`src/psmr_pkg.sv`:
```
/*
 Package for the port status and mode register group: command codes,
 field positions, reset values, mode encodings and carrier structs.
 Assumes a command/data register port driven by a serial bus front end.
*/
`default_nettype none
package psmr_pkg;
    // ********************************
    // Command codes and layout
    // ********************************
    localparam logic [7:0] CMD_POWER_STATE = 8'h10;
    localparam logic [7:0] CMD_ADDR_READ   = 8'h11;
    localparam logic [7:0] CMD_MODE_SELECT = 8'h12;
    localparam logic [7:0] MODE_RESET      = 8'h00;
    localparam logic [7:0] STATE_RESET     = 8'h00;
    localparam int         NUM_PORTS       = 4;
    localparam int         PG_LSB          = 4;
    localparam int         ADDR_LSB        = 2;
    localparam logic [1:0] ADDR_FIXED      = 2'h1;
    localparam logic [6:0] ADDR_BROADCAST  = 7'h7f;

    typedef enum logic [1:0] {
        MODE_OFF    = 2'h0,
        MODE_MANUAL = 2'h1,
        MODE_SEMI_A = 2'h2,
        MODE_SEMI_B = 2'h3
    } psmr_mode_type;

    // Power-good in the upper nibble, on flags in the lower, as the host reads them
    typedef struct packed {
        logic [3:0] power_good_flags;
        logic [3:0] port_on_flags;
    } psmr_status_type;

    typedef struct packed {
        logic [7:0]      port_mode_select;
        psmr_status_type stat;
        logic [3:0]      strap_meta;
        logic [3:0]      strap_sync;
        logic [7:0]      rd_data;
    } psmr_state_type;
endpackage : psmr_pkg
`default_nettype wire

```
`src/psmr_regs.sv`:
```
/*
 Port power status, bus address readback and operating mode registers.
 Assumes port switching and drain sense come from on-chip logic on clk_sys,
 address straps come from pins, and the serial front end gives one-cycle
 read and write strobes with a command code.
*/
`timescale 1ns/1ns
`default_nettype none
module psmr_regs (
    input  wire logic       clk_sys,
    input  wire logic       rst,
    input  wire logic [7:0] cmd_code,
    input  wire logic       cmd_write,
    input  wire logic       cmd_read,
    input  wire logic [7:0] cmd_wdata,
    output logic      [7:0] cmd_rdata,
    input  wire logic [3:0] port_switched_on,
    input  wire logic [3:0] port_drain_sense,
    input  wire logic [3:0] address_strap_pins,
    input  wire logic       config_b,
    input  wire logic       addr_low_internal,
    output logic      [3:0] port_mode_off,
    output logic      [3:0] port_mode_manual,
    output logic      [3:0] port_mode_semi,
    output logic      [6:0] bus_address_bits,
    output logic            broadcast_match_en
);
    // ********************************
    // Helpers
    // ********************************
    function automatic psmr_pkg::psmr_mode_type mode_of(input logic [7:0] reg_v, input int p);
        mode_of = psmr_pkg::psmr_mode_type'(reg_v[2*p +: 2]);
    endfunction : mode_of

    // True when a strobe carries the given command code
    function automatic logic cmd_hit(input logic strobe, input logic [7:0] code, input logic [7:0] target);
        cmd_hit = strobe && (code == target);
    endfunction : cmd_hit

    // Power-good clears on switch-off, sets on low drain, otherwise keeps its value
    function automatic logic pg_next(input logic on_eff, input logic drain_low, input logic pg_now);
        if (!on_eff) begin
            pg_next = 1'b0;
        end else if (drain_low) begin
            pg_next = 1'b1;
        end else begin
            pg_next = pg_now;
        end
    endfunction : pg_next

    // Own address: fixed 01, four strap levels, internal low bit (forced to 0 when config_b is set)
    function automatic logic [6:0] form_addr(input logic [3:0] straps, input logic low_bit, input logic cfg_b);
        form_addr = {psmr_pkg::ADDR_FIXED, straps, low_bit & ~cfg_b};
    endfunction : form_addr

    // Read data for one command code; unmapped codes read as zero
    function automatic logic [7:0] read_mux(
        input logic [7:0]                code,
        input psmr_pkg::psmr_status_type stat,
        input logic [6:0]                addr,
        input logic [7:0]                mode
    );
        if (code == psmr_pkg::CMD_POWER_STATE) begin
            read_mux = stat;
        end else if (code == psmr_pkg::CMD_ADDR_READ) begin
            read_mux = {1'b0, addr[4:0], 2'h0};
        end else if (code == psmr_pkg::CMD_MODE_SELECT) begin
            read_mux = mode;
        end else begin
            read_mux = 8'h00;
        end
    endfunction : read_mux

    psmr_pkg::psmr_state_type st;
    psmr_pkg::psmr_state_type next_st;
    logic [3:0] port_on_eff;
    logic [6:0] own_addr;

    // ********************************
    // Next state
    // ********************************
    always_comb begin
        next_st = st;
        next_st.strap_meta = address_strap_pins;
        next_st.strap_sync = st.strap_meta;
        // Only the mode register takes writes; writes to the status codes are dropped
        if (cmd_hit(cmd_write, cmd_code, psmr_pkg::CMD_MODE_SELECT)) begin
            next_st.port_mode_select = cmd_wdata;
        end
        for (int p = 0; p < psmr_pkg::NUM_PORTS; p++) begin
            port_on_eff[p] = port_switched_on[p] && mode_of(st.port_mode_select, p) != psmr_pkg::MODE_OFF;
            next_st.stat.port_on_flags[p] = port_on_eff[p];
            next_st.stat.power_good_flags[p] = pg_next(port_on_eff[p], port_drain_sense[p],
                                                       st.stat.power_good_flags[p]);
        end
        own_addr = form_addr(st.strap_sync, addr_low_internal, config_b);
        if (cmd_read) begin
            next_st.rd_data = read_mux(cmd_code, st.stat, own_addr, st.port_mode_select);
        end
    end

    always_ff @(posedge clk_sys) begin
        if (rst) begin
            st <= '0;
            st.port_mode_select <= psmr_pkg::MODE_RESET;
            st.stat <= psmr_pkg::STATE_RESET;
        end else begin
            st <= next_st;
        end
    end

    // ********************************
    // Outputs
    // ********************************
    always_comb begin
        for (int p = 0; p < psmr_pkg::NUM_PORTS; p++) begin
            port_mode_off[p]    = mode_of(st.port_mode_select, p) == psmr_pkg::MODE_OFF;
            port_mode_manual[p] = mode_of(st.port_mode_select, p) == psmr_pkg::MODE_MANUAL;
            port_mode_semi[p]   = st.port_mode_select[2*p+1];
        end
    end
    assign cmd_rdata          = st.rd_data;
    assign bus_address_bits   = own_addr;
    assign broadcast_match_en = 1'b1;
endmodule : psmr_regs
`default_nettype wire

```
`config.mk`:
```
export PLATFORM = sky130hd
export DESIGN_NAME = psmr_regs
export DESIGN_NICKNAME = d
export VERILOG_FILES = /design/src/psmr_pkg.sv /design/src/psmr_regs.sv
export SDC_FILE = /design/constraint.sdc
export NUM_CORES = 1
export LEC_CHECK = 0
export BUFFER_PORTS_ARGS = -buffer_cell sky130_fd_sc_hd__buf_2
export CAP_MARGIN = 20
export CORE_MARGIN = 2
export CORE_UTILIZATION = 26
export DETAILED_ROUTE_END_ITERATION = 6
export GPL_TIMING_DRIVEN = 0
export PLACE_DENSITY = 0.6
export SKIP_LAST_GASP = 1
export SYNTH_ARGS = -nofsm -noshare
export SYNTH_HDL_FRONTEND = slang
export SYNTH_SLANG_ARGS = --single-unit
```
`constraint.sdc`:
```
create_clock -name clk_sys -period 1.6 [get_ports clk_sys]
set_input_delay 0 -clock clk_sys [delete_from_list [all_inputs] [get_ports clk_sys]]
set_output_delay 0 -clock clk_sys [all_outputs]
set_load 0.03 [all_outputs]
```
==> results of run 1 <==
## synth_stat cells
cell type	instances
and3b_1	1
and4_4	1
nor3b_1	4
nor2_1	6
a21oi_1	3
dfxtp_1	32
nand4_1	3
nand4b_1	1
o32ai_1	5
buf_2	1
buf_6	1
nand2b_1	19
a2bb2oi_1	4
nor4b_4	1
nor2b_1	14
mux2_2	3
nor4bb_1	1
clkbuf_1	5
buf_4	19
a211oi_1	1
buf_12	1
inv_1	5
mux2i_1	12
conb_1	2
nor3_2	1
o21a_1	4
## power by group
| part | leakage, nW | internal [mW] | switching [mW] | total [mW] |
|---|---|---|---|---|
| Sequential | 0.259 | 0.806 | 0.00345 | 0.810 |
| Combinational | 0.646 | 0.106 | 0.0830 | 0.189 |
| Clock | 0.0541 | 0.460 | 0.302 | 0.762 |
## timing repair
action	in CTS	in global routing
setup endpoints to repair	0	0
hold buffers	19	0
endpoints found under the hold margin	20	0
resized for setup	0	0
## layer usage
metal	vias up	global-route usage	part of all wire	wire [um]
li1	646	-	-	-
met1	567	0.145	0.49	1690
met2	37	0.174	0.45	1550
met3	5	0.0294	0.053	186
met4	0	0.0508	0.015	52
met5	-	0	0	0
## stage by stage
stage          hold slack [ns]  cells  cell area, um2
6_report                0.0131    306            2180
4_1_cts                0.00486    306            2180
3_3_place_gp             0.201    279            1870
3_5_place_dp             0.201    279            1870
5_1_grt                 0.0181    306            2180
2_1_floorplan            0.110    151            1500
## logic make-up (layout without fill, tap and decap cells)
family / Yosys count / in the layout / synth area share
AO/OA/AOI/OAI: 17 / 17 / 0.0876
buffers and inverters: 32 / 115 / 0.144
flip-flops: 32 / 32 / 0.427
multiplexers: 15 / 15 / 0.103
other: 2 / 3 / 0.00501
AND/OR/NAND/NOR: 52 / 52 / 0.234
## area by class of cell
type                       count  share of cell area
timing repair buffer          75               0.216
buffer                        27              0.0909
clock buffer                   5              0.0316
multi-input combinational     87               0.297
sequential                    32               0.294
inverter                       5             0.00863
tap                           72              0.0414
clock inverter                 3              0.0196
## sequential cells by signal, indices dropped and copies added (netlist names)
register and cells:
st 12, bus_address_bits 4, next_st 4, cmd_rdata 8, port_mode_semi 4
## path summary, 6_finish.rpt
check,start,to,slack [ns],cells after the start
setup reg to reg,port_mode_semi[1],st[21],0.48,3
hold / removal,port_switched_on[3],st[19],0.01,2
setup / recovery,cmd_read,cmd_rdata[5],0.36,5
hold reg to reg,next_st[8],bus_address_bits[1],0.43,1
## layout by cell type, fill, tap and decap left out, types with 3 or more instances in the layout
cell type      synthesis  layout
conb_1                 2       3
nand2b_1              19      19
clkbuf_1               5       5
dfxtp_1               32      32
clkbuf_8               0       5
a21oi_1                3       3
nor2_1                 6       6
mux2_2                 3       3
buf_4                 19      19
inv_1                  5       5
buf_2                  1      57
nand4_1                3       3
nor3b_1                4       4
dlygate4sd3_1          0      19
o32ai_1                5       5
o21a_1                 4       4
a2bb2oi_1              4       4
nor2b_1               14      14
mux2i_1               12      12
==> results.sh, run 1 <==
export IMPL_critPathRequiredTime_ns=1.79
export IMPL_power_mw=1.76
export IMPL_die_wd_um=80.0
export IMPL_postLayoutCoreUtil=0.393
export IMPL_number_of_levels_the_h_tree_was_split_into=2
export IMPL_dieArea_mm2=0.00639
export IMPL_critPathLaunchType="input port"
export IMPL_area_delta_synth_final_pct=45.0
export IMPL_number_of_buffers_on_the_longest_clock_path=2
export IMPL_tritoncts="built"
export IMPL_timing_critical_path_slowest_stage_cell="dlygate4sd3_1"
export IMPL_crit_family="buffers and inverters"
export IMPL_fin_worst_skew_ns=0.00501
export IMPL_power_density_mw_per_mm2=809
export IMPL_cts_clk_slew_worst_paths_ns=0.07
export IMPL_die_h_um=80.0
export IMPL_power_leakage_nw=0.959
export IMPL_setup_total_negative_slack_ns=0
export IMPL_netlist_cell_type_count=26
export IMPL_final_critical_path_setup_slack_ns=0.362
export IMPL_grt_use_total=0.112
export IMPL_multi_input_comb_area_um2=647
export IMPL_timing_critical_path_slowest_cell_delay_ns=0.53
export IMPL_period_minus_slack_ns=1.24
export IMPL_clock_latency_late_sink_ns=0.28
export IMPL_timing_final_setup_violations=0
export IMPL_num_vias=1255
export IMPL_finalMaxSlewViolations=0
export IMPL_routedWlPerCell_um=11.4
export IMPL_relSlewSlack=0.665
export IMPL_cp_end_kind="flop"
export IMPL_vdd_ir_drop_max_uv=537
export IMPL_drt_first_pass_iters=2
export IMPL_hpwl_um=2650
export IMPL_critical_path_peak_fanout=10
export IMPL_yosysWarningCount=0
export IMPL_timing_hold_worst_class="input port to flop"
export IMPL_worst_slew_pin_slew_ns=0.503
export IMPL_min_period_over_period=0.774
export IMPL_hold_viol=0
export IMPL_io_pins=62
export IMPL_post_synth_cell_area_avg_um2=10.0
export IMPL_ys_seq_elements=32
export IMPL_fmax_mhz=808
export IMPL_placement_io_buffers=56
export IMPL_path_class="input port to flop"
export IMPL_seq_area_frac_synth=0.427
export IMPL_route_detailed_drc=0
export IMPL_post_synth_top_area_fraction=0.427
export IMPL_cap_viol_max_count=0
export IMPL_synth_cell_area_mm2=0.00150
export IMPL_final_seq_area_um2=641
export IMPL_grt_overflow=0
export IMPL_antenna_cells=0
export IMPL_clock_root_buffer="clkbuf_8"
export IMPL_status="finished, final reports clean"
export IMPL_cts_sink_count=32
export IMPL_finalWeightedCongestion=0.719
export IMPL_core_area_mm2=0.00554
export IMPL_cts_setup_buffers=0
export IMPL_cell_type_with_the_largest_total_area_after_synthesis="dfxtp_1"
export IMPL_detail_route_antenna_nets=0
export IMPL_start_util=0.271
export IMPL_grt_pass1_vias=1154
export IMPL_preCtsSetupSlack_ns=0.407
export IMPL_crit_chain="dlygate4sd3_1 -> buf_2 -> clkbuf_1 -> nand4b_1 -> o32ai_1"
export IMPL_route_detailed_vias_per_inst=4.10
export IMPL_layout_drive_gt1_share=0.393
export IMPL_yosys_top_cells_area="dfxtp_1 (43%), buf_4 (9.5%), mux2i_1 (8.0%)"
export IMPL_crit_buf_inv=3
export IMPL_drt_first_iter_violations=17
export IMPL_synthesized_instance_count=150
export IMPL_clock_buffer_count_from_cts=5
export IMPL_finalNetCount=267
export IMPL_cp_arrival_ns=1.43
export IMPL_global_route_wire_length_before_repair_um=5360
export IMPL_antenna_found_initial=0
export IMPL_sum_of_routed_wire_length_over_all_layers_um=3480
export IMPL_final_fill_count=584
export IMPL_unrepaired_setup_endpoints_after_global_routing="false"
export IMPL_fp_row_count=27
export IMPL_pin_count_of_the_biggest_net_entering_global_routing=12
Power figures use the tool's default switching activity.
==> run 2: changes to the inputs <==
--- a/config.mk
+++ b/config.mk
@@ -5,13 +5,14 @@
 export SDC_FILE = /design/constraint.sdc
 export NUM_CORES = 1
 export LEC_CHECK = 0
+export ABC_AREA = 1
 export BUFFER_PORTS_ARGS = -buffer_cell sky130_fd_sc_hd__buf_2
 export CAP_MARGIN = 20
 export CORE_MARGIN = 2
 export CORE_UTILIZATION = 26
 export DETAILED_ROUTE_END_ITERATION = 6
 export GPL_TIMING_DRIVEN = 0
-export PLACE_DENSITY = 0.6
+export PLACE_DENSITY = 0.59
 export SKIP_LAST_GASP = 1
 export SYNTH_ARGS = -nofsm -noshare
 export SYNTH_HDL_FRONTEND = slang
==> constraint.sdc (replaced) <==
create_clock -name clk_sys -period 1.3 [get_ports clk_sys]
set_input_delay 0 -clock clk_sys [delete_from_list [all_inputs] [get_ports clk_sys]]
set_output_delay 0 -clock clk_sys [all_outputs]
set_load 0.03 [all_outputs]
==> run 2 against run 1 <==
Compared with the run above:
- sequential power grew 25%
- non-clock buffer count shrank 6
- critical endpoint is now port_mode_off[2]
- first-iteration DRC count grew to 3.1 times the previous value
- combinational power is 27% higher
- synthesized cell count up 30%
- largest cell class is now flip-flops and latches
- sequential share of layout area is 0.19 points higher
- power is 14% higher
==> results.sh, run 2 <==
export IMPL_cp_end_kind="primary output"
export IMPL_cap_viol_max_count=0
export IMPL_antenna_cells=0
export IMPL_power_leakage_nw=1.04
export IMPL_finalNetCount=307
export IMPL_synthFlopType="dfxtp_1"
export IMPL_global_route_wire_length_before_repair_um=5750
export IMPL_antenna_found_initial=0
export IMPL_yosysWarningCount=0
export IMPL_cell_type_with_the_largest_total_area_after_synthesis="dfxtp_1"
export IMPL_clock_latency_late_sink_ns=0.27
export IMPL_worst_hold_slack_ns=0.0110
export IMPL_top_usage_layer="met2"
export IMPL_min_period_over_period=0.818
export IMPL_route_detailed_vias_per_inst=3.92
export IMPL_clock_root_buffer="clkbuf_8"
export IMPL_final_fill_count=621
export IMPL_largest_register_ffs=12
export IMPL_hpwl_um=2720
export IMPL_timing_critical_path_slowest_stage_cell="dfxtp_1"
export IMPL_status="finished, final reports clean"
export IMPL_area_delta_synth_final_pct=38.7
export IMPL_placement_io_buffers=57
export IMPL_grt_pass1_vias=1246
export IMPL_seq_area_frac_synth=0.411
export IMPL_route_detailed_drc=0
export IMPL_layout_drive_gt1_share=0.394
export IMPL_cts_clk_slew_worst_paths_ns=0.06
export IMPL_post_synth_top_area_fraction=0.411
export IMPL_grt_use_total=0.117
export IMPL_critPathLaunchType="flop"
export IMPL_ys_seq_elements=32
export IMPL_routedWlPerCell_um=10.1
export IMPL_crit_buf_inv=1
export IMPL_pin_count_of_the_biggest_net_entering_global_routing=11
export IMPL_power_density_mw_per_mm2=927
export IMPL_fin_worst_skew_ns=0.00272
export IMPL_detail_route_antenna_nets=0
export IMPL_io_pins=62
export IMPL_drt_first_iter_violations=52
export IMPL_post_synth_cell_area_avg_um2=7.99
export IMPL_number_of_levels_the_h_tree_was_split_into=2
export IMPL_cts_sink_count=32
export IMPL_critPathRequiredTime_ns=1.30
export IMPL_core_area_mm2=0.00585
export IMPL_ys_top_cells_by_count="nor2_1 (33), dfxtp_1 (32), inv_1 (26), nand2_1 (21), nand3_1 (21)"
export IMPL_critical_path_peak_fanout=5
export IMPL_setup_total_negative_slack_ns=0
export IMPL_synthesized_instance_count=195
export IMPL_postLayoutCoreUtil=0.370
export IMPL_final_seq_area_um2=641
export IMPL_postCtsResizedCells=0
export IMPL_path_class="flop to primary output"
export IMPL_synth_cell_area_mm2=0.00156
export IMPL_cp_arrival_ns=1.06
export IMPL_commonest_non_fill_non_tap_cells_in_the_layout="buf_2 (58), nor2_1 (33), dfxtp_1 (32), inv_1 (26)"
export IMPL_start_util=0.266
export IMPL_crit_family="flip-flops"
export IMPL_timing_critical_path_slowest_cell_delay_ns=0.36
export IMPL_fp_row_count=28
export IMPL_fmax_mhz=941
export IMPL_unrepaired_setup_endpoints_after_global_routing="false"
export IMPL_clock_buffer_count_from_cts=5
export IMPL_hold_viol=0
export IMPL_drt_first_pass_iters=4
export IMPL_max_flop_register="st"
export IMPL_yosys_top_cells_area="dfxtp_1 (41%), buf_4 (9.1%), nor2_1 (7.9%)"
export IMPL_sum_of_routed_wire_length_over_all_layers_um=3540
export IMPL_num_vias=1369
export IMPL_worst_slew_pin_slew_ns=0.691
export IMPL_relSlewSlack=0.539
export IMPL_final_common_cell="buf_2"
export IMPL_crit_chain="nor2_1 -> buf_2"
export IMPL_die_h_um=81.4
export IMPL_number_of_buffers_on_the_longest_clock_path=2
export IMPL_synthMostInstantiatedCell="nor2_1"
export IMPL_timing_final_setup_violations=0
export IMPL_synth_async_sr_flop_share=0
export IMPL_global_route_usage_met3=0.0374
export IMPL_netlist_cell_type_count=25
export IMPL_grt_util_met1=0.159
export IMPL_finalMaxSlewViolations=0
export IMPL_grt_overflow=0
export IMPL_tritoncts="built"
export IMPL_vdd_ir_drop_max_uv=492
export IMPL_die_wd_um=81.4
export IMPL_dieArea_mm2=0.00663
export IMPL_global_route_usage_met2=0.175
export IMPL_period_minus_slack_ns=1.06
export IMPL_multi_input_comb_area_um2=608
export IMPL_synth_edf_count=0
export IMPL_timing_hold_worst_class="input port to flop"
export IMPL_finalWeightedCongestion=0.770
run 2: cell types whose count changed after synthesis, moves of 4 or more:
cell / delta
nor2_1: +27
inv_1: +21
nand2_1: +21
nand3_1: +21
nand2b_1: -19
nor2b_1: -14
mux2i_1: -12
a211oi_2: +6
a21oi_2: +5
o32ai_1: -5
a2bb2oi_1: -4
clkbuf_1: -4
run 2: cell type report:
class                      count  area share
buffer                        26      0.0984
clock buffer                   8      0.0417
timing repair buffer          70       0.192
multi-input combinational    111       0.281
inverter                      27      0.0469
tap                           75      0.0434
sequential                    32       0.296
run 2: path summary, 6_finish.rpt:
check,startpoint,end,slack (ns),cells after the start
worst max register to register,port_mode_semi[2],st[22],0.33,3
worst min-delay path,cmd_wdata[2],st[26],0.01,3
worst max-delay path,port_mode_semi[2],port_mode_off[2],0.24,2
worst min register to register,next_st[8],bus_address_bits[1],0.40,2
run 2: cells by family after synthesis:
kind of cell           share of synthesized area
buffers and inverters                      0.201
and+or+nand+nor                            0.271
other                                    0.00482
DFF                                        0.411
AOI/OAI and AO/OA                          0.112
run 2: timing repair:
item / CTS / global route
hold buffers: 12 / 1
hold endpoints to repair: 12 / 1
buffers inserted: 0 / 0
run 2: stage by stage:
stage / power, mW / cells / worst slack [ns] / area [um2]
3_3_place_gp: 1.24 / 328 / 0.201 / 1940
5_1_grt: 2.12 / 349 / 0.149 / 2160
3_5_place_dp: 1.24 / 328 / 0.190 / 1940
4_1_cts: 2.03 / 348 / 0.215 / 2150
6_report: 2.00 / 349 / 0.237 / 2160
2_1_floorplan: 1.16 / 196 / 0.177 / 1560
run 2: where the power goes:
part / internal (mW) / leakage [nW] / switching, mW
sequential: 0.998 / 0.260 / 0.00768
combinational: 0.114 / 0.739 / 0.126
clock: 0.431 / 0.0455 / 0.327
total: 1.54 / 1.04 / 0.461
run 2: tightest hold or removal path: stages:
cell      delay (ns)
buf_2           0.08
nor2_1          0.04
a211oi_2        0.12
run 2: routing by layer:
metal / routed length (um) / up-vias
li1: - / 741
met1: 1650 / 574
met2: 1570 / 49
met3: 277 / 5
met4: 44 / 0
met5: 0 / -
==> run 3: changes to the inputs <==
--- a/config.mk
+++ b/config.mk
@@ -5,14 +5,14 @@
 export SDC_FILE = /design/constraint.sdc
 export NUM_CORES = 1
 export LEC_CHECK = 0
-export ABC_AREA = 1
+export ABC_AREA = 0
 export BUFFER_PORTS_ARGS = -buffer_cell sky130_fd_sc_hd__buf_2
 export CAP_MARGIN = 20
 export CORE_MARGIN = 2
 export CORE_UTILIZATION = 26
 export DETAILED_ROUTE_END_ITERATION = 6
 export GPL_TIMING_DRIVEN = 0
-export PLACE_DENSITY = 0.59
+export PLACE_DENSITY = 0.6
 export SKIP_LAST_GASP = 1
 export SYNTH_ARGS = -nofsm -noshare
 export SYNTH_HDL_FRONTEND = slang
==> constraint.sdc (replaced) <==
create_clock -name clk_sys -period 1.1 [get_ports clk_sys]
set_input_delay 0 -clock clk_sys [delete_from_list [all_inputs] [get_ports clk_sys]]
set_output_delay 0 -clock clk_sys [all_outputs]
set_load 0.03 [all_outputs]
==> run 3 against run 2 <==
Compared with the run above:
- core utilization is 2.4 points higher
- sequential power is 17% higher
- register-to-register slack worse by 0.19 ns
- hold slack better by 0.0040 ns
- power is 19% higher
- sequential cell count stayed put
- first-iteration DRC count is 48% lower
- non-clock buffer count is 6 higher
- critical path type unchanged
- largest cell class is now non-clock buffers
==> results.sh, run 3 (synthesis gave the netlist of run 1 again) <==
export IMPL_area_delta_synth_final_pct=45.4
export IMPL_cap_viol_max_count=0
export IMPL_relSlewSlack=0.647
export IMPL_timing_critical_path_slowest_stage_cell="dfxtp_1"
export IMPL_min_period_over_period=0.947
export IMPL_hold_viol=0
export IMPL_path_class="flop to primary output"
export IMPL_finalWeightedCongestion=0.730
export IMPL_cp_end_kind="primary output"
export IMPL_worst_slew_pin_slew_ns=0.529
export IMPL_max_flop_register="st"
export IMPL_pin_count_of_the_biggest_net_entering_global_routing=11
export IMPL_cp_arrival_ns=1.04
export IMPL_clock_buffer_count_from_cts=5
export IMPL_dp_cells=279
export IMPL_die_wd_um=80.0
export IMPL_status="finished, final reports clean"
export IMPL_grt_pass1_vias=1248
export IMPL_num_vias=1269
export IMPL_final_cell_area_mm2=0.00218
export IMPL_grt_overflow=0
export IMPL_vdd_ir_drop_max_uv=687
export IMPL_power_leakage_nw=0.962
export IMPL_timing_final_setup_violations=0
export IMPL_preCtsSetupSlack_ns=-0.118
export IMPL_drt_first_iter_violations=27
export IMPL_unrepaired_setup_endpoints_after_global_routing="false"
export IMPL_finalNetCount=267
export IMPL_global_route_wire_length_before_repair_um=5630
export IMPL_crit_buf_inv=1
export IMPL_fp_row_count=27
export IMPL_number_of_levels_the_h_tree_was_split_into=2
export IMPL_hpwl_um=2640
export IMPL_antenna_cells=0
export IMPL_core_area_mm2=0.00554
export IMPL_post_layout_nonfiller_instances=306
export IMPL_fin_worst_skew_ns=0.00538
export IMPL_power_density_mw_per_mm2=1090
export IMPL_number_of_buffers_on_the_longest_clock_path=2
export IMPL_crit_chain="nor2b_1 -> buf_2"
export IMPL_timing_critical_path_slowest_cell_delay_ns=0.42
export IMPL_layout_drive_gt1_share=0.423
export IMPL_cts_clk_slew_worst_paths_ns=0.06
export IMPL_setup_total_negative_slack_ns=0
export IMPL_io_pins=62
export IMPL_placed_cell_area_mm2=0.00188
export IMPL_cts_sink_count=32
export IMPL_placement_io_buffers=56
export IMPL_start_util=0.271
export IMPL_route_detailed_drc=0
export IMPL_drt_first_pass_iters=4
export IMPL_detail_route_antenna_nets=0
export IMPL_antenna_found_initial=0
export IMPL_worst_hold_slack_ns=0.0150
export IMPL_commonest_non_fill_non_tap_cells_in_the_layout="buf_2 (56), dfxtp_1 (31), nand2b_1 (19), buf_4 (19), dlygate4sd3_1 (19)"
export IMPL_power_mw=2.38
export IMPL_routedWlPerCell_um=11.5
export IMPL_clock_latency_late_sink_ns=0.28
export IMPL_timing_hold_worst_class="input port to flop"
export IMPL_die_h_um=80.0
export IMPL_final_critical_path_setup_slack_ns=0.0586
export IMPL_crit_family="flip-flops"
export IMPL_tritoncts="built"
export IMPL_fmax_mhz=960
export IMPL_grt_use_total=0.117
export IMPL_critPathRequiredTime_ns=1.10
export IMPL_final_common_cell="buf_2"
export IMPL_critPathLaunchType="flop"
export IMPL_sum_of_routed_wire_length_over_all_layers_um=3520
export IMPL_dieArea_mm2=0.00639
export IMPL_largest_register_ffs=12
export IMPL_route_detailed_vias_per_inst=4.15
export IMPL_postLayoutCoreUtil=0.394
export IMPL_clock_root_buffer="clkbuf_8"
export IMPL_finalMaxSlewViolations=0
export IMPL_period_minus_slack_ns=1.04
export IMPL_critical_path_peak_fanout=4
## run 3: cell types whose count changed in the layout (fill, tap and decap cells not counted), moves of 6 or more
cell | previous run | this run
nor2b_1 | 0 | 14
mux2i_1 | 0 | 12
nand2_1 | 21 | 0
dlygate4sd3_1 | 13 | 19
nand2b_1 | 0 | 19
inv_1 | 26 | 5
nand3_1 | 21 | 0
nor2_1 | 33 | 2
## run 3: where the power goes
part / internal (mW) / total [mW] / leakage [nW] / switching, mW
Clock: 0.499 / 0.926 / 0.0510 / 0.427
Sequential: 1.17 / 1.18 / 0.260 / 0.00476
Combinational: 0.155 / 0.277 / 0.651 / 0.122
## run 3: area by class of cell
type | instances | area (um2)
multi-input cells | 87 | 667
clock inverters | 2 | 10.0
flip-flops and latches | 32 | 642
plain buffers | 27 | 198
repair buffers | 75 | 473
well taps | 72 | 90.1
inverters | 5 | 18.8
fillers | 598 | 3360
clock buffers | 6 | 82.6
## run 3: final timing paths
path,start,endpoint,slack (ns),depth (start not counted)
worst max-delay path,st[28],port_mode_manual[2],0.06,2
worst min-delay path,port_switched_on[0],st[16],0.01,2
worst max register to register,port_mode_semi[3],cmd_rdata[7],0.14,3
worst min register to register,next_st[9],bus_address_bits[2],0.43,1
## run 3: timing repair
item                                    4_1_cts  5_1_grt
gates resized for setup                       0        4
hold buffers                                 19        0
setup buffers                                 0        0
endpoints found under the setup margin        0        3
hold endpoints to repair                     20        0
## run 3: routing by layer
metal | track usage | vias to the layer above | part of all wire
met4 | 0.0559 | 0 | 0.017
met5 | 0 | - | 0
li1 | - | 648 | -
met3 | 0.0317 | 7 | 0.058
met1 | 0.144 | 577 | 0.46
met2 | 0.189 | 37 | 0.46
